===== src/hdl/serial_pkg.sv =====
// Shared constants of the asynchronous serial core: register offsets, bit positions, resets.
// Assumes one system clock and a plain register port of eight-bit words.
package serial_pkg;
    // ------------------------------------------------------------------
    // Register offsets
    // ------------------------------------------------------------------
    localparam logic [2:0] OFS_MODE   = 3'h0;
    localparam logic [2:0] OFS_CTRL   = 3'h1;
    localparam logic [2:0] OFS_TXBUF  = 3'h2;
    localparam logic [2:0] OFS_STATUS = 3'h3;
    localparam logic [2:0] OFS_RXBUF  = 3'h4;
    localparam logic [2:0] OFS_DIV    = 3'h5;
    // ------------------------------------------------------------------
    // Field positions
    // ------------------------------------------------------------------
    localparam int MODE_SYNC   = 7;
    localparam int MODE_SEVEN  = 6;
    localparam int MODE_PAR    = 5;
    localparam int MODE_ODD    = 4;
    localparam int MODE_STOP2  = 3;
    localparam int MODE_MP     = 2;
    localparam int CTRL_TXIE   = 7;
    localparam int CTRL_RXIE   = 6;
    localparam int CTRL_TXON   = 5;
    localparam int CTRL_RXON   = 4;
    localparam int CTRL_TDIE   = 2;
    localparam int CTRL_CKHI   = 1;
    localparam int CTRL_CKLO   = 0;
    localparam int ST_TX_BUF_EMPTY_FLAG     = 7;
    localparam int ST_RX_BUF_FULL_FLAG     = 6;
    localparam int ST_OVR      = 5;
    localparam int ST_FRM      = 4;
    localparam int ST_PAR      = 3;
    localparam int ST_TX_DONE_FLAG     = 2;
    localparam int ST_MPB_RX   = 1;
    localparam int ST_MPB_TX   = 0;
    // ------------------------------------------------------------------
    // Reset values and timing
    // ------------------------------------------------------------------
    localparam logic [7:0] RST_MODE   = 8'h00;
    localparam logic [7:0] RST_CTRL   = 8'h00;
    localparam logic [7:0] RST_DIV    = 8'h00;
    localparam logic [3:0] SUB_SAMPLE = 4'h7;
    localparam logic [3:0] SUB_LAST   = 4'hf;
    localparam logic [1:0] CK_INT     = 2'b00;
    localparam logic [1:0] CK_INT_OUT = 2'b01;
    localparam logic [1:0] CK_EXT     = 2'b10;
endpackage : serial_pkg


===== src/hdl/async_serial_tx_rx_core.sv =====
// Asynchronous transmit and receive core with holding buffers and a 16x bit clock.
// Assumes RX_LINE and SCK_I come from pins and software drives the register port.
//
// Added by the designer: strobed register access and the address map.
module async_serial_tx_rx_core
    import serial_pkg::*;
(
    input  wire logic       CLK_SYS,
    input  wire logic       RSTN,
    input  wire logic [2:0] ADDR,
    input  wire logic [7:0] WR_DATA,
    input  wire logic       WR_STB,
    input  wire logic       RD_STB,
    output logic      [7:0] RD_DATA,
    input  wire logic       RX_LINE,
    output logic            TX_LINE,
    input  wire logic       SCK_I,
    output logic            SCK_O,
    output logic            SCK_OE,
    output logic            IRQ_RX_FULL,
    output logic            IRQ_TX_EMPTY,
    output logic            IRQ_TX_DONE
);
    typedef enum logic [2:0] {
        S_IDLE  = 3'b000,
        S_START = 3'b001,
        S_DATA  = 3'b010,
        S_EXTRA = 3'b011,
        S_STOP  = 3'b100
    } phase_t;

    // ------------------------------------------------------------------
    // Frame format helpers
    // ------------------------------------------------------------------
    function automatic logic [2:0] last_data_idx(input logic [7:0] m);
        if (m[MODE_PAR] && m[MODE_MP])
            return 3'h4;
        else if (m[MODE_SEVEN])
            return 3'h6;
        else
            return 3'h7;
    endfunction : last_data_idx

    function automatic logic has_parity(input logic [7:0] m);
        return m[MODE_PAR] && (!m[MODE_MP] || m[MODE_SEVEN]);
    endfunction : has_parity

    function automatic logic has_mpb(input logic [7:0] m);
        return m[MODE_MP] && !m[MODE_PAR];
    endfunction : has_mpb

    function automatic logic par_of(input logic [7:0] d, input logic [7:0] m);
        logic [7:0] msk;
        msk = 8'hff >> (3'h7 - last_data_idx(m));
        return (^(d & msk)) ^ m[MODE_ODD];
    endfunction : par_of

    // ------------------------------------------------------------------
    // Registers
    // ------------------------------------------------------------------
    logic [7:0] mode_ff;
    logic [7:0] ctrl_ff;
    logic [7:0] div_ff;
    logic [7:0] tx_buffer_ff;
    logic [7:0] rx_buffer_ff;
    logic       tx_buf_empty_flag_ff;
    logic       rx_buf_full_flag_ff;
    logic       ovr_ff;
    logic       frm_ff;
    logic       per_ff;
    logic       tx_done_flag_ff;
    logic       mpb_rx_ff;
    logic       mpb_tx_ff;

    logic wr_status;
    logic tx_load;
    logic tx_finish;
    logic rx_done;
    logic rx_err_any;
    logic nxt_ovr;
    logic nxt_frm;
    logic nxt_per;

    assign wr_status = WR_STB && (ADDR == OFS_STATUS);

    always_ff @(posedge CLK_SYS)
    begin
        if (!RSTN)
        begin
            mode_ff <= RST_MODE;
            ctrl_ff <= RST_CTRL;
            div_ff  <= RST_DIV;
        end
        else if (WR_STB)
        begin
            if (ADDR == OFS_MODE)
                mode_ff <= WR_DATA;
            if (ADDR == OFS_CTRL)
                ctrl_ff <= WR_DATA;
            if (ADDR == OFS_DIV)
                div_ff <= WR_DATA;
        end
    end

    always_ff @(posedge CLK_SYS)
    begin
        if (!RSTN)
        begin
            tx_buffer_ff <= 8'h00;
            mpb_tx_ff    <= 1'b0;
        end
        else
        begin
            if (WR_STB && ADDR == OFS_TXBUF)
                tx_buffer_ff <= WR_DATA;
            if (wr_status)
                mpb_tx_ff <= WR_DATA[ST_MPB_TX];
        end
    end

    // Flags clear on a written zero; a hardware set in the same cycle wins.
    always_ff @(posedge CLK_SYS)
    begin
        if (!RSTN)
        begin
            tx_buf_empty_flag_ff <= 1'b1;
            tx_done_flag_ff <= 1'b1;
        end
        else
        begin
            if (!ctrl_ff[CTRL_TXON] || tx_load)
                tx_buf_empty_flag_ff <= 1'b1;
            else if (wr_status && !WR_DATA[ST_TX_BUF_EMPTY_FLAG])
                tx_buf_empty_flag_ff <= 1'b0;
            if (tx_finish && tx_buf_empty_flag_ff)
                tx_done_flag_ff <= 1'b1;
            else if (tx_load || (wr_status && !WR_DATA[ST_TX_BUF_EMPTY_FLAG]))
                tx_done_flag_ff <= 1'b0;
        end
    end

    always_ff @(posedge CLK_SYS)
    begin
        if (!RSTN)
        begin
            rx_buf_full_flag_ff <= 1'b0;
            ovr_ff  <= 1'b0;
            frm_ff  <= 1'b0;
            per_ff  <= 1'b0;
        end
        else
        begin
            if (rx_done && !rx_buf_full_flag_ff && !nxt_frm && !nxt_per)
                rx_buf_full_flag_ff <= 1'b1;
            else if (wr_status && !WR_DATA[ST_RX_BUF_FULL_FLAG])
                rx_buf_full_flag_ff <= 1'b0;
            if (rx_done && nxt_ovr)
                ovr_ff <= 1'b1;
            else if (wr_status && !WR_DATA[ST_OVR])
                ovr_ff <= 1'b0;
            if (rx_done && nxt_frm)
                frm_ff <= 1'b1;
            else if (wr_status && !WR_DATA[ST_FRM])
                frm_ff <= 1'b0;
            if (rx_done && nxt_per)
                per_ff <= 1'b1;
            else if (wr_status && !WR_DATA[ST_PAR])
                per_ff <= 1'b0;
        end
    end

    always_ff @(posedge CLK_SYS)
    begin
        if (!RSTN)
            RD_DATA <= 8'h00;
        else if (RD_STB)
        begin
            unique case (ADDR)
                OFS_MODE:   RD_DATA <= mode_ff;
                OFS_CTRL:   RD_DATA <= ctrl_ff;
                OFS_TXBUF:  RD_DATA <= tx_buffer_ff;
                OFS_STATUS: RD_DATA <= {tx_buf_empty_flag_ff, rx_buf_full_flag_ff, ovr_ff, frm_ff,
                                        per_ff, tx_done_flag_ff, mpb_rx_ff, mpb_tx_ff};
                OFS_RXBUF:  RD_DATA <= rx_buffer_ff;
                OFS_DIV:    RD_DATA <= div_ff;
                default:    RD_DATA <= 8'h00;
            endcase
        end
    end

    always_ff @(posedge CLK_SYS)
    begin
        if (!RSTN)
        begin
            IRQ_RX_FULL  <= 1'b0;
            IRQ_TX_EMPTY <= 1'b0;
            IRQ_TX_DONE  <= 1'b0;
        end
        else
        begin
            IRQ_RX_FULL  <= rx_buf_full_flag_ff && ctrl_ff[CTRL_RXIE];
            IRQ_TX_EMPTY <= tx_buf_empty_flag_ff && ctrl_ff[CTRL_TXIE] && ctrl_ff[CTRL_TXON];
            IRQ_TX_DONE  <= tx_done_flag_ff && ctrl_ff[CTRL_TDIE] && ctrl_ff[CTRL_TXON];
        end
    end

    // ------------------------------------------------------------------
    // Bit clock selection
    // ------------------------------------------------------------------
    logic [2:0] sck_sync_ff;
    logic [2:0] rx_sync_ff;
    logic       sck_s_ff;
    logic       rx_s_ff;
    logic       rx_prev_ff;
    logic [7:0] div_cnt_ff;
    logic [1:0] ck_sel;
    logic       tick;

    assign ck_sel = {ctrl_ff[CTRL_CKHI], ctrl_ff[CTRL_CKLO]};

    // Three stages; a change is accepted once the last two agree.
    always_ff @(posedge CLK_SYS)
    begin
        if (!RSTN)
        begin
            sck_sync_ff <= 3'h0;
            rx_sync_ff  <= 3'h7;
            sck_s_ff    <= 1'b0;
            rx_s_ff     <= 1'b1;
        end
        else
        begin
            sck_sync_ff <= {sck_sync_ff[1:0], SCK_I};
            rx_sync_ff  <= {rx_sync_ff[1:0], RX_LINE};
            if (sck_sync_ff[1] == sck_sync_ff[2])
                sck_s_ff <= sck_sync_ff[2];
            if (rx_sync_ff[1] == rx_sync_ff[2])
                rx_s_ff <= rx_sync_ff[2];
        end
    end

    always_ff @(posedge CLK_SYS)
    begin
        if (!RSTN)
        begin
            div_cnt_ff <= 8'h00;
            tick       <= 1'b0;
        end
        else if (ck_sel == CK_EXT)
        begin
            div_cnt_ff <= 8'h00;
            tick       <= sck_s_ff && !sck_sync_ff[2] && (sck_sync_ff[1] == sck_sync_ff[2]);
        end
        else
        begin
            tick       <= (div_cnt_ff == div_ff);
            div_cnt_ff <= (div_cnt_ff == div_ff) ? 8'h00 : div_cnt_ff + 8'h01;
        end
    end

    // ------------------------------------------------------------------
    // Transmitter
    // ------------------------------------------------------------------
    phase_t     tx_st_ff;
    logic [3:0] tx_sub_ff;
    logic [7:0] tx_shifter_ff;
    logic [2:0] tx_idx_ff;
    logic       tx_extra_ff;
    logic       tx_stop2_ff;
    logic       tx_bit_end;

    // The sub-bit counter free-runs so the clock output keeps a steady phase.
    assign tx_bit_end = tick && (tx_sub_ff == SUB_LAST);
    assign tx_finish  = tx_bit_end && (tx_st_ff == S_STOP) && !tx_stop2_ff;
    assign tx_load    = ctrl_ff[CTRL_TXON] && !tx_buf_empty_flag_ff && tx_bit_end &&
                        ((tx_st_ff == S_IDLE) || tx_finish);

    always_ff @(posedge CLK_SYS)
    begin
        if (!RSTN)
            tx_sub_ff <= 4'h0;
        else if (tick)
            tx_sub_ff <= tx_sub_ff + 4'h1;
    end

    always_ff @(posedge CLK_SYS)
    begin
        if (!RSTN || !ctrl_ff[CTRL_TXON])
        begin
            tx_st_ff      <= S_IDLE;
            tx_shifter_ff <= 8'h00;
            tx_idx_ff     <= 3'h0;
            tx_extra_ff   <= 1'b0;
            tx_stop2_ff   <= 1'b0;
        end
        else if (tx_load)
        begin
            tx_st_ff      <= S_START;
            tx_shifter_ff <= tx_buffer_ff;
            tx_idx_ff     <= 3'h0;
            tx_extra_ff   <= has_mpb(mode_ff) ? mpb_tx_ff : par_of(tx_buffer_ff, mode_ff);
        end
        else if (tx_bit_end)
        begin
            unique case (tx_st_ff)
                S_IDLE:  tx_st_ff <= S_IDLE;
                S_START: tx_st_ff <= S_DATA;
                S_DATA:
                begin
                    tx_shifter_ff <= tx_shifter_ff >> 1;
                    tx_idx_ff     <= tx_idx_ff + 3'h1;
                    if (tx_idx_ff == last_data_idx(mode_ff))
                    begin
                        tx_st_ff    <= (has_parity(mode_ff) || has_mpb(mode_ff)) ? S_EXTRA
                                                                                : S_STOP;
                        tx_stop2_ff <= mode_ff[MODE_STOP2];
                    end
                end
                S_EXTRA: tx_st_ff <= S_STOP;
                S_STOP:
                begin
                    if (tx_stop2_ff)
                        tx_stop2_ff <= 1'b0;
                    else
                        tx_st_ff <= S_IDLE;
                end
                default: tx_st_ff <= S_IDLE;
            endcase
        end
    end

    always_ff @(posedge CLK_SYS)
    begin
        if (!RSTN)
            TX_LINE <= 1'b1;
        else
        begin
            unique case (tx_st_ff)
                S_START: TX_LINE <= 1'b0;
                S_DATA:  TX_LINE <= tx_shifter_ff[0];
                S_EXTRA: TX_LINE <= tx_extra_ff;
                default: TX_LINE <= 1'b1;
            endcase
        end
    end

    always_ff @(posedge CLK_SYS)
    begin
        if (!RSTN)
        begin
            SCK_O  <= 1'b0;
            SCK_OE <= 1'b0;
        end
        else
        begin
            SCK_O  <= tx_sub_ff[3];
            // only code 01 drives the pin
            SCK_OE <= (ck_sel == CK_INT_OUT) && !mode_ff[MODE_SYNC];
        end
    end

    // ------------------------------------------------------------------
    // Receiver
    // ------------------------------------------------------------------
    phase_t     rx_st_ff;
    logic [3:0] rx_sub_ff;
    logic [7:0] rx_shifter_ff;
    logic [2:0] rx_idx_ff;
    logic       rx_extra_ff;
    logic       rx_sample;
    logic [7:0] rx_data;

    assign rx_sample  = tick && (rx_sub_ff == SUB_SAMPLE);
    assign rx_done    = rx_sample && (rx_st_ff == S_STOP);
    assign rx_err_any = ovr_ff || frm_ff || per_ff;
    assign rx_data    = rx_shifter_ff >> (3'h7 - last_data_idx(mode_ff));
    assign nxt_ovr    = rx_buf_full_flag_ff;
    assign nxt_frm    = !rx_buf_full_flag_ff && !rx_s_ff;
    assign nxt_per    = !rx_buf_full_flag_ff && has_parity(mode_ff) &&
                        (rx_extra_ff != par_of(rx_data, mode_ff));

    always_ff @(posedge CLK_SYS)
    begin
        if (!RSTN || !ctrl_ff[CTRL_RXON])
        begin
            rx_st_ff      <= S_IDLE;
            rx_sub_ff     <= 4'h0;
            rx_shifter_ff <= 8'h00;
            rx_idx_ff     <= 3'h0;
            rx_extra_ff   <= 1'b0;
            rx_prev_ff    <= 1'b1;
        end
        else
        begin
            rx_prev_ff <= rx_s_ff;
            if (tick)
                rx_sub_ff <= rx_sub_ff + 4'h1;
            if (rx_st_ff == S_IDLE)
            begin
                if (rx_prev_ff && !rx_s_ff && !rx_err_any)
                begin
                    rx_st_ff  <= S_START;
                    rx_sub_ff <= 4'h0;
                    rx_idx_ff <= 3'h0;
                end
            end
            else if (rx_sample)
            begin
                unique case (rx_st_ff)
                    S_START: rx_st_ff <= rx_s_ff ? S_IDLE : S_DATA;
                    S_DATA:
                    begin
                        rx_shifter_ff <= {rx_s_ff, rx_shifter_ff[7:1]};
                        rx_idx_ff     <= rx_idx_ff + 3'h1;
                        if (rx_idx_ff == last_data_idx(mode_ff))
                            rx_st_ff <= (has_parity(mode_ff) || has_mpb(mode_ff)) ? S_EXTRA
                                                                                  : S_STOP;
                    end
                    S_EXTRA:
                    begin
                        rx_extra_ff <= rx_s_ff;
                        rx_st_ff    <= S_STOP;
                    end
                    // A second stop bit is not checked, so reception ends here.
                    S_STOP:  rx_st_ff <= S_IDLE;
                    default: rx_st_ff <= S_IDLE;
                endcase
            end
        end
    end

    always_ff @(posedge CLK_SYS)
    begin
        if (!RSTN)
        begin
            rx_buffer_ff <= 8'h00;
            mpb_rx_ff    <= 1'b0;
        end
        else if (rx_done && !rx_buf_full_flag_ff)
        begin
            rx_buffer_ff <= rx_data;
            mpb_rx_ff    <= has_mpb(mode_ff) && rx_extra_ff;
        end
    end
endmodule : async_serial_tx_rx_core


===== config.mk =====
export PLATFORM = sky130hd
export DESIGN_NAME = async_serial_tx_rx_core
export DESIGN_NICKNAME = d
export VERILOG_FILES = /design/src/hdl/serial_pkg.sv /design/src/hdl/async_serial_tx_rx_core.sv
export SDC_FILE = /design/constraint.sdc
export NUM_CORES = 1
export LEC_CHECK = 0
export ABC_AREA = 1
export BUFFER_PORTS_ARGS = -buffer_cell sky130_fd_sc_hd__buf_2
export CORE_MARGIN = 2
export CORE_UTILIZATION = 30
export DETAILED_ROUTE_END_ITERATION = 8
export MAX_ROUTING_LAYER = met4
export PLACE_DENSITY = 0.54
export SLEW_MARGIN = 20
export SYNTH_ARGS = -nofsm -noshare
export SYNTH_HDL_FRONTEND = slang
export SYNTH_SLANG_ARGS = --single-unit

===== constraint.sdc =====
create_clock -name CLK_SYS -period 4.3 [get_ports CLK_SYS]
set_clock_uncertainty 0.15 [all_clocks]
set_input_delay 0.43 -clock CLK_SYS [delete_from_list [all_inputs] [get_ports CLK_SYS]]
set_output_delay 0.43 -clock CLK_SYS [all_outputs]
set_load 0.005 [all_outputs]

==> summary.md, run 1 <==
| Metric | Value |
|---|---|
| FMAX | `441 MHz` |
| Final Slew Violations | `0` |
| Row cnt | `roughly 50` |
| Clock Tree Buf Depth | `2` |
| Gr ovfl total | `0` |
| WP data arrival | `roughly 2.4 ns` |
| Ys flop type | `dfxtp_1` |
| Top post-synthesis cells by area | `dfxtp_1 (43%), nand2_1 (8.6%), a21oi_1 (7.0%), o21ai_0 (6.5%), inv_1 (6.1%)` |
| EDFF count, synth | `0` |
| Total Wirelength | `between 10,000 and 15,000 um` |
| Routed len/inst | `approximately 14 um` |
| Via count | `4,747` |
| Most frequent cells in the layout | `nand2_1 (126), dfxtp_1 (119), inv_1 (90), a21oi_1 (77), o21ai_0 (71)` |
| Depth of the most critical reg-to-reg path | `8` |
| Vias in the first global route | `4,544` |
| TNS Setup | `0 ns` |
| Placed Cells | `970` |
| Ys Warns | `0` |
| First-pass GRT wire length | `23,600 um` |
| Outcome | `complete, no violations` |
| Diodes inserted | `0` |
| Die Wd | `approximately 140 um` |
| Crit Path Max Fanout | `15` |
| Area leader, netlist | `dfxtp_1` |
| Port Buffers | `30` |
| PwrDens | `between 400 and 500 nW/um2` |
| Final Hold Fails | `0` |
| Placeable Area | `18,000 um2` |
| Die height | `~140 um` |
| Die area | `19,500 um2` |
| Relative slew slack | `around 59%` |
| CTS hold repair buffers | `0` |
| Initial antenna violation count | `0` |
| Non-filler cells, final | `around 1,000` |
| # clock sinks | `119` |
| Layout cells sized above 1 | `about an eighth` |
| Commonest non-fill, non-tap cell in the layout | `nand2_1` |
| Critical path class | `register to register` |
| Top-area cell type share of the netlist area | `43.3%` |
| Initial core utilization | `30.6%` |
| Mean Syn Cell Area | `7.51 um2` |
| Tcrit/Tclk final | `52.8%` |
| Post-Syn Instances | `733` |
| Final setup viols | `0` |
| Net Count, Synth | `755` |
| Pre-Repair DR Iteration Count | `5` |
| Sequential area share after synthesis | `43.3%` |
| Largest net degree at the start of global routing | `47` |
| Final Critical Period | `2.27 ns` |
| CP required | `roughly 4.5 ns` |
| Routed Antenna Nets | `0` |
| CTS tree | `done` |
| GP Congestion | `0.869` |
| Post-cts sizing count | `0` |
| GRT Total Usage | `15.8%` |
| Number of H-tree levels | `4` |
| Clk slew on worst S/H paths | `around 0.05 ns` |
| Hold depth | `3` |
| I/O pin total | `31` |
| Via density | `4.75` |
| Max-Cap Viols | `0` |
| CP Launch Type | `register` |
| Drt initial violations | `~220` |
| Clk_lat worst skew | `approximately 0.42 ns` |
| Syn-to-layout area delta | `16.0%` |
| Static leakage | `roughly 2.5 nW` |
| Worst Hold Class | `input port to register` |
| Cell Area, Synth | `between 5000 and 6000 um2` |
| Cts bufs inserted | `17` |
| Crit. End Element | `register` |
| Root Driver | `clkbuf_16` |
| Hpwl dp | `between 10,000 and 15,000 um` |
| Register bit count reported by yosys | `119` |
| Nets | `782` |
| Least-Margin Pin Slew | `0.614 ns` |
| Worst vdd ir | `283 uV` |
| Unique masters post-synth | `50` |
| Drc violations | `0` |
| RSZ-0062 raised after global routing | `false` |
| Async S/R FF share, synth | `0%` |
| Setup bufs post-CTS | `0` |
-- registers in the layout, indices dropped and copies added (netlist names), 8 cells and up --
register,flops
RD_DATA,8
ctrl_ff,8
div_cnt_ff,8
div_ff,8
mode_ff,8
rx_buffer_ff,8
rx_shifter_ff,8
tx_buffer_ff,8
tx_shifter_ff,8
-- metal layers --
metal	routed length [um]	vias up	GRT usage, %
met1	6920	2157	21.2
li1	-	2466	-
met4	316	0	6.11
met5	0	-	-
met3	653	25	3.58
met2	6260	99	23.1
-- layout make-up --
class | count | area [um2]
Fill cell | 1923 | 11600
Multi-Input combinational cell | 491 | 2600
Sequential cell | 119 | 2380
Clock buffer | 20 | 457
Inverter | 100 | 377
Tap cell | 229 | 287
Timing Repair Buffer | 31 | 158
Clock inverter | 10 | 129
-- worst max-delay path: stages (launching register included) --
cell and delay (ns):
dfxtp_1 0.60, nand3_4 0.13, nor2_4 0.18, nand3_1 0.13, o21ai_0 0.09, and2_1 0.54, nor2_2 0.11, inv_1 0.16
a211oi_2 0.06
-- metrics by stage --
step / hold slack, ns / utilization (%) / instance area [um2] / setup WS [ns] / total power (W)
finish: 0.0396 / 35.6 / 6390 / 2.03 / 0.00273
global route: 0.0397 / 35.6 / 6390 / 1.84 / 0.00283
CTS: 0.0276 / 35.6 / 6390 / 2.01 / 0.00275
detailed placement: 0.251 / 32.3 / 5800 / 2.04 / 0.00133
global placement: 0.243 / 32.3 / 5800 / 2.04 / 0.00133
floorplan: 0.240 / - / 5510 / 2.61 / 0.00128
-- synth_stat cells (4+ instances only) --
cell and count:
nand2_1 126, dfxtp_1 119, inv_1 90, a21oi_1 77, o21ai_0 71, nor2_1 63, nand3_1 22, xor2_1 17
clkbuf_1 11, a31oi_1 10, inv_2 8, xnor2_1 8, nor2_2 7, nor3_1 7, o21ai_1 7, o22ai_1 7
buf_6 6, nand2_2 6, nand4_1 6, ha_1 5, or2_2 5, buf_2 4, nor3_2 4, nor4_1 4
o221ai_1 4
-- path summary, 6_finish.rpt --
path	to	slack [ns]	from
worst min-delay path	sck_sync_ff[0]	0.04	SCK_I
worst max register to register	tx_st_ff[1]	2.03	tick
worst max-delay path	tx_st_ff[1]	2.03	tick
worst min register to register	sck_sync_ff[1]	0.26	sck_sync_ff[0]
-- cells by family (layout without fill, tap and decap cells) --
| kind of cell | count (synthesis) | after routing | share of synthesized area, % |
|---|---|---|---|
| buffers and inverters | 123 | 161 | 9.52 |
| AND/OR/NAND/NOR | 265 | 265 | 22.1 |
| flip-flops | 119 | 119 | 43.3 |
| multiplexers | 1 | 1 | 0.182 |
| adder cells (fa/ha/maj) | 5 | 5 | 1.14 |
| XOR/XNOR | 26 | 26 | 4.27 |
| AO/OA/AOI/OAI | 194 | 194 | 19.5 |
-- power by group --
| part | internal (W) | total [W] | switching [W] |
|---|---|---|---|
| clock network | 0.000927 | 0.00142 | 0.000493 |
| logic | 0.0000506 | 0.000148 | 0.0000974 |
| registers | 0.00113 | 0.00116 | 0.0000285 |
| total | 0.00211 | 0.00273 | 0.000619 |
No activity file was read; power rests on OpenSTA's default activity.
==> run 2: changes to the inputs <==
--- a/config.mk
+++ b/config.mk
@@ -11,7 +11,7 @@
 export CORE_UTILIZATION = 30
 export DETAILED_ROUTE_END_ITERATION = 8
 export MAX_ROUTING_LAYER = met4
-export PLACE_DENSITY = 0.54
+export PLACE_DENSITY = 0.56
 export SLEW_MARGIN = 20
 export SYNTH_ARGS = -nofsm -noshare
 export SYNTH_HDL_FRONTEND = slang
==> constraint.sdc (replaced) <==
create_clock -name CLK_SYS -period 1.9 [get_ports CLK_SYS]
set_clock_uncertainty 0.15 [all_clocks]
set_input_delay 0.19 -clock CLK_SYS [delete_from_list [all_inputs] [get_ports CLK_SYS]]
set_output_delay 0.19 -clock CLK_SYS [all_outputs]
set_load 0.005 [all_outputs]
==> run 2 against run 1 <==
Effect of this change: setup slack got worse by 1.9 ns; sequential share of layout area decreased by 2.7 points; cell count up 5.2%; hold slack worse by 0.011 ns; count of clock-buffer cells in the layout fell by 1; final area grew 8.4%; sequential power grew 130%; die area stayed put; global-route usage increased by 0.30 points.
==> summary.md, run 2 (synthesized netlist as in run 1, its figures left out) <==
| Metric | Value |
|---|---|
| Outcome | `complete, no violations` |
| Final Slew Violations | `0 (unchanged)` |
| Top Metal Used | `met4` |
| Fin Hold WS | `0.0286 ns (-0.0109 ns)` |
| Initial antenna violation count | `0 (unchanged)` |
| Vias in the first global route | `4,757 (+4.7%)` |
| Cts bufs inserted | `17 (unchanged)` |
| Least-Margin Pin Slew | `0.559 ns (-0.0547 ns)` |
| # clock sinks | `119 (unchanged)` |
| Relative slew slack | `62.7% (+3.6 points)` |
| Hold endpoint | `RD_DATA[3]` |
| Routed Antenna Nets | `0 (unchanged)` |
| Depth of the most critical reg-to-reg path | `9 (+1)` |
| Die area | `19,500 um2 (unchanged)` |
| Row cnt | `49 (unchanged)` |
| CP peak stage delay | `0.37 ns (-0.23 ns)` |
| Final Critical Period | `1.76 ns (-0.511 ns)` |
| Nets | `833 (+6.5%)` |
| Clk_lat worst skew | `0.42 ns (about the same)` |
| Initial core utilization | `30.6% (unchanged)` |
| Static leakage | `2.79 nW (+10%)` |
| Tcrit/Tclk final | `92.6% (+40 points)` |
| Wl on met1 | `7150 um (+3.3%)` |
| GP Congestion | `0.928 (+6.7%)` |
| Max-Cap Viols | `0 (unchanged)` |
| Hold Startpoint | `ADDR[0]` |
| Placeable Area | `18,000 um2 (unchanged)` |
| Reg2reg start | `mode_ff[6]` |
| Crit-path cells | `buf_4 > o21ai_0 > nand3_1 > nand2_1 > nand2_1 > nand2_1 > nand3_1 > nand4_1 > a21oi_1` |
| Drt initial violations | `319 (+43%)` |
| Drc violations | `0 (unchanged)` |
| Pre-Repair DR Iteration Count | `5 (unchanged)` |
| Clock Tree Buf Depth | `2 (unchanged)` |
| PwrDens | `952 nW/um2 (+120%)` |
| I/O pin total | `31 (unchanged)` |
| Worst path top cell family by delay | `simple AND/OR/NAND/NOR gates` |
| R2R Path End | `per_ff` |
| Routed len/inst | `14.3 um (+1.2%)` |
| Most used cell, CP | `nand2_1` |
| WP data arrival | `1.89 ns (-0.53 ns)` |
| Die height | `139 um (unchanged)` |
| Critical path class | `register to register` |
| Pre-CTS setup slack | `-0.0692 ns (-2.11 ns)` |
| Crit. End Element | `register` |
| Syn-to-layout area delta | `25.8%` |
| Most frequent cells in the layout | `nand2_1 (126), dfxtp_1 (111), inv_1 (88), a21oi_1 (77), o21ai_0 (67)` |
| First-pass GRT wire length | `24,100 um (+1.9%)` |
| Port Buffers | `30 (unchanged)` |
| Metal2 WL | `6960 um (+11%)` |
| WP buf/inv | `1 (unchanged)` |
| CTS tree | `done` |
| FMAX | `569 MHz (+29%)` |
| CP Launch Type | `register` |
| Final setup viols | `0 (unchanged)` |
| Via density | `4.78 (+0.74%)` |
| Critical-path top delay cell | `dfxtp_4` |
| Largest net degree at the start of global routing | `21 (-55%)` |
| Gr ovfl total | `0 (unchanged)` |
| Hpwl dp | `10,900 um (+4.3%)` |
| Min setup slack post-route | `0.141 ns (-1.89 ns)` |
| Total Wirelength | `15,100 um (+6.5%)` |
| Via count | `5,031 (+6.0%)` |
| Crit Path Max Fanout | `8 (-7)` |
| Met3 wire len | `762 um (+17%)` |
| Die Wd | `139 um (unchanged)` |
| Root Driver | `clkbuf_16` |
| Layout cells sized above 1 | `19.7% (+6.3 points)` |
| Diodes inserted | `0 (unchanged)` |
| Worst Hold Class | `input port to register` |
| Number of H-tree levels | `4 (unchanged)` |
| Clk slew on worst S/H paths | `0.06 ns (about the same)` |
| Commonest non-fill, non-tap cell in the layout | `nand2_1` |
| CP required | `2.03 ns (-2.42 ns)` |
| Worst vdd ir | `920 uV (+230%)` |
| Reg2reg setup slack | `0.14 ns (-1.89 ns)` |
| Hold depth | `4 (+1)` |
| GRT Total Usage | `16.1% (+0.30 points)` |
| Final Hold Fails | `0 (unchanged)` |
-- run 2: worst min-delay path, cell delays in order --
cell	delay, ns
buf_2	0.11
inv_1	0.06
nand3_1	0.08
a41oi_1	0.10
-- run 2: cell type report --
class / instances / area (um2)
fillers: 1871 / 11000
well taps: 229 / 287
flip-flops and latches: 119 / 2390
clock inverters: 12 / 200
clock buffers: 19 / 453
multi-input cells: 492 / 2650
inverters: 100 / 378
repair buffers: 81 / 564
-- run 2: worst max-delay path by stage --
stage / to / start / cells after the start
2_1_floorplan: tx_stop2_ff / tx_sub_ff[0] / 10
3_3_place_gp: per_ff / mode_ff[6] / 12
3_5_place_dp: nxt_ovr / mode_ff[6] / 13
4_1_cts: rx_buffer_ff[4] / rx_sub_ff[1] / 10
5_1_grt: per_ff / mode_ff[6] / 10
6_report: per_ff / mode_ff[6] / 9
-- run 2: layer usage --
metal  track usage (%)  vias up
met1              20.7     2316
met5                 -        -
met2              24.5      115
met3              4.54       16
li1                  -     2584
met4              5.10        0
-- run 2: metrics by stage --
| stage | std cells | setup TNS, ns | util, % | area (um2) | power (W) |
|---|---|---|---|---|---|
| 2_1_floorplan | 733 | 0 | - | 5510 | 0.00290 |
| 3_3_place_gp | 1001 | -0.0600 | 33.6 | 6030 | 0.00304 |
| 3_5_place_dp | 1001 | -0.239 | 33.6 | 6030 | 0.00304 |
| 4_1_cts | 1043 | 0 | 37.9 | 6800 | 0.00664 |
| 5_1_grt | 1052 | -0.0671 | 38.6 | 6930 | 0.00684 |
| 6_report | 1052 | 0 | 38.6 | 6930 | 0.00660 |
-- run 2: timing repair --
action	CTS	global route
cloned	0	1
endpoints found under the hold margin	17	0
resized for setup	3	23
hold buffers	11	0
setup buffers	0	8
endpoints found under the setup margin	8	32
pin swaps	1	8
-- run 2: power breakdown --
| part | switching [W] | internal, W |
|---|---|---|
| sequential | 0.0000586 | 0.00256 |
| combinational | 0.000250 | 0.000163 |
| clock | 0.00118 | 0.00239 |
| total | 0.00149 | 0.00511 |
==> run 3: changes to the inputs <==
--- a/config.mk
+++ b/config.mk
@@ -5,7 +5,7 @@
 export SDC_FILE = /design/constraint.sdc
 export NUM_CORES = 1
 export LEC_CHECK = 0
-export ABC_AREA = 1
+export ABC_AREA = 0
 export BUFFER_PORTS_ARGS = -buffer_cell sky130_fd_sc_hd__buf_2
 export CORE_MARGIN = 2
 export CORE_UTILIZATION = 30
==> run 3 against run 2 <==
Effect of this change: routed wire length down 3.5%; final area grew 3.2%; setup slack worse by 0.054 ns; sequential power is essentially flat; fmax down 3.0%; largest power group unchanged.
==> summary.md, run 3 <==
| Metric | Value |
|---|---|
| Outcome | `complete, no violations` |
| Area of the multi-input gates | `3130 um2 (+18%)` |
| Async S/R FF share, synth | `0% (unchanged)` |
| GRT Total Usage | `15.5% (-0.63 points)` |
| Pre-Repair DR Iteration Count | `4 (-1)` |
| Root Driver | `clkbuf_16` |
| R2R Path End | `tx_shifter_ff[0]` |
| Pre-CTS setup slack | `-0.0517 ns (+0.0175 ns)` |
| Worst Hold Class | `input port to register` |
| Least-Margin Pin Slew | `0.460 ns (-0.0994 ns)` |
| Ys flop type | `dfxtp_1` |
| Net Count, Synth | `655 (-13%)` |
| WP data arrival | `1.97 ns (+0.08 ns)` |
| Layout cells sized above 1 | `19.2% (-0.52 points)` |
| EDFF count, synth | `0 (unchanged)` |
| Depth of the most critical reg-to-reg path | `7 (-2)` |
| Register Area | `2390 um2 (-0.21%)` |
| Final Critical Period | `1.81 ns (+0.0537 ns)` |
| Number of H-tree levels | `4 (unchanged)` |
| Min setup slack post-route | `0.0877 ns (-0.0537 ns)` |
| Initial antenna violation count | `0 (unchanged)` |
| CP Launch Type | `register` |
| Count leader, synth | `dfxtp_1` |
| FMAX | `552 MHz (-3.0%)` |
| # clock sinks | `119 (unchanged)` |
| Reg2reg start | `tx_sub_ff[1]` |
| Area leader, netlist | `dfxtp_1` |
| Ys Warns | `0 (unchanged)` |
| Via count | `4,681 (-7.0%)` |
| Vias in the first global route | `4,385 (-7.8%)` |
| Met3 wire len | `546 um (-28%)` |
| Worst vdd ir | `654 uV (-29%)` |
| Post-Syn Instances | `633 (-14%)` |
| Critical-path top delay cell | `dfxtp_4` |
| Final setup viols | `0 (unchanged)` |
| Worst path depth | `7 (-2)` |
| Critical path class | `register to register` |
| Die height | `141 um (+1.0%)` |
| Cell Int Power | `0.00522 W (+2.1%)` |
| Filler cell count | `1,892 (+1.1%)` |
| Total chip power | `0.00657 W (-0.43%)` |
| CP required | `2.06 ns (+0.03 ns)` |
| Row cnt | `50 (+2.0%)` |
| Worst path top cell family by delay | `simple AND/OR/NAND/NOR gates` |
| Crit path from | `tx_sub_ff[1]` |
| Mean Syn Cell Area | `8.88 um2 (+18%)` |
| Switching pwr | `0.00135 W (-9.0%)` |
| Syn-to-layout area delta | `27.1%` |
| Static leakage | `2.77 nW (-0.47%)` |
| CP peak stage delay | `0.36 ns (about the same)` |
| Wl on met1 | `7230 um (+1.2%)` |
| Placeable Area | `18,500 um2 (+3.1%)` |
| Routed len/inst | `15.2 um (+6.4%)` |
| Most frequent cells in the layout | `dfxtp_1 (115), nand2_1 (95), nor2_1 (43), buf_4 (41), a21oi_1 (33)` |
| Reg power frac | `39.5% (-0.2 points)` |
| Crit-path cells | `ha_4 > nand4_4 > buf_6 > nor4_4 > buf_4 > mux2i_1 > nor2_1` |
| Clk slew on worst S/H paths | `0.05 ns (about the same)` |
| Tcrit/Tclk final | `95.4% (+2.8 points)` |
| Via density | `4.91 (+2.6%)` |
| First-pass GRT wire length | `23,500 um (-2.3%)` |
| RSZ-0062 raised after global routing | `true` |
| Crit. End Element | `register` |
| Crit Path Max Fanout | `6 (-2)` |
| Relative slew slack | `69.3% (+6.6 points)` |
| Crit path to | `tx_shifter_ff[0]` |
| Largest net degree at the start of global routing | `51 (+140%)` |
| Cell Area, Synth | `5620 um2 (+2.1%)` |
| CTS tree | `done` |
| WP buf/inv | `2 (+1)` |
| Sequential area share after synthesis | `42.4% (-0.91 points)` |
| Commonest non-fill, non-tap cell in the layout | `dfxtp_1` |
| Most frequent cells after synthesis | `dfxtp_1 (119), nand2_1 (95), nor2_1 (44)` |
| Final Hold Fails | `0 (unchanged)` |
| Non-filler cells, final | `954 (-9.3%)` |
| Gr ovfl total | `0 (unchanged)` |
| Unique masters post-synth | `63 (+26%)` |
| Reg2reg setup slack | `0.09 ns (-0.05 ns)` |
| Total Wirelength | `14,500 um (-3.5%)` |
| Diodes inserted | `0 (unchanged)` |
| I/O pin total | `31 (unchanged)` |
| Switch share | `20.6% (-1.9 points)` |
| PwrDens | `919 nW/um2 (-3.5%)` |
| Top post-synthesis cells by area | `dfxtp_1 (42%), nand2_1 (6.3%), mux2i_1 (5.2%), a21boi_1 (3.6%), xor2_1 (3.1%)` |
| Final core occ | `38.6% (about the same)` |
| Die area | `19,900 um2 (+2.1%)` |
| Hpwl dp | `10,200 um (-6.0%)` |
| Die Wd | `141 um (+1.0%)` |
| Max-Cap Viols | `0 (unchanged)` |
| GP Congestion | `0.806 (-13%)` |
| Initial core utilization | `30.4% (-0.28 points)` |
| Register bit count reported by yosys | `119 (unchanged)` |
| Cts bufs inserted | `17 (unchanged)` |
| Nets | `729 (-12%)` |
| Metal2 WL | `6540 um (-6.0%)` |
| Clk_lat worst skew | `0.41 ns (about the same)` |
| Final Slew Violations | `0 (unchanged)` |
| Clock Power Share | `54.9% (+0.9 points)` |
| Gate power share | `5.6% (-0.7 points)` |
| Routed Antenna Nets | `0 (unchanged)` |
| Drt initial violations | `297 (-6.9%)` |
| Top Metal Used | `met4` |
| Drc violations | `0 (unchanged)` |
| Placed Cells | `910 (-9.1%)` |
| Top-area cell type share of the netlist area | `42.4% (-0.91 points)` |
| Port Buffers | `30 (unchanged)` |
| Clock Tree Buf Depth | `2 (unchanged)` |
[run 3: power groups by stage]
stage	combinational (W)	sequential, W	clock, W
2_1_floorplan	0.000216	0.00263	0
5_1_grt	0.000410	0.00260	0.00378
6_report	0.000370	0.00259	0.00360
3_3_place_gp	0.000347	0.00264	0
4_1_cts	0.000367	0.00259	0.00368
3_5_place_dp	0.000349	0.00264	0
[run 3: how the worst min path moves through the flow]
stage	cells after the start	startpoint	endpoint	slack, ns
after CTS	3	RD_STB	RD_DATA[2]	0.03
after global placement	2	RX_LINE	rx_sync_ff[0]	0.22
after floorplan	1	RX_LINE	rx_sync_ff[0]	0.14
after global routing	3	RD_STB	RD_DATA[2]	0.06
final	3	RD_STB	RD_DATA[2]	0.04
after detailed placement	2	RX_LINE	rx_sync_ff[0]	0.22
[run 3: metrics by stage]
step | setup TNS [ns] | hold WS, ns | cell area [um2]
floorplan | 0 | 0.141 | 5620
global placement | 0 | 0.224 | 6270
detailed placement | -0.0517 | 0.224 | 6270
CTS | -0.00446 | 0.0298 | 7060
global route | -0.121 | 0.0552 | 7150
finish | 0 | 0.0443 | 7150
[run 3: layer usage]
metal  vias up  track usage [%]
li1       2373                -
met1      2215             20.5
met2        77             23.2
met3        16             3.63
met4         0             5.42
met5         -                -
[run 3: logic make-up (layout without fill, tap and decap cells)]
logic type / count (synthesis) / after routing / share of synthesized area (%)
and+or+nand+nor: 250 / 250 / 22.1
AOI/OAI and AO/OA: 141 / 141 / 17.1
DFF: 119 / 119 / 42.4
xor gates and xnor gates: 40 / 40 / 6.72
muxes: 39 / 39 / 7.37
buffers and inverters: 39 / 126 / 3.23
adders and majority gates: 5 / 5 / 1.11
[run 3: final cells by class]
type / instances / area share (%)
multi-input combinational: 475 / 43.9
clock inverter: 8 / 2.31
timing repair buffer: 87 / 8.91
inverter: 7 / 0.368
tap: 234 / 4.10
clock buffer: 24 / 7.02
sequential: 119 / 33.4
[run 3: what timing repair did]
action	in CTS	in global routing
hold endpoints to repair	30	0
endpoints found under the setup margin	2	23
gates resized for setup	3	21
setup buffers	0	1
pin swaps	0	2
hold buffers	10	0
cloned	1	0
[run 3: worst register-to-register path, stage by stage, from the launching register on]
cell     delay, ns
dfxtp_4       0.36
ha_4          0.15
nand4_4       0.16
buf_6         0.18
nor4_4        0.26
buf_4         0.21
mux2i_1       0.19
nor2_1        0.05
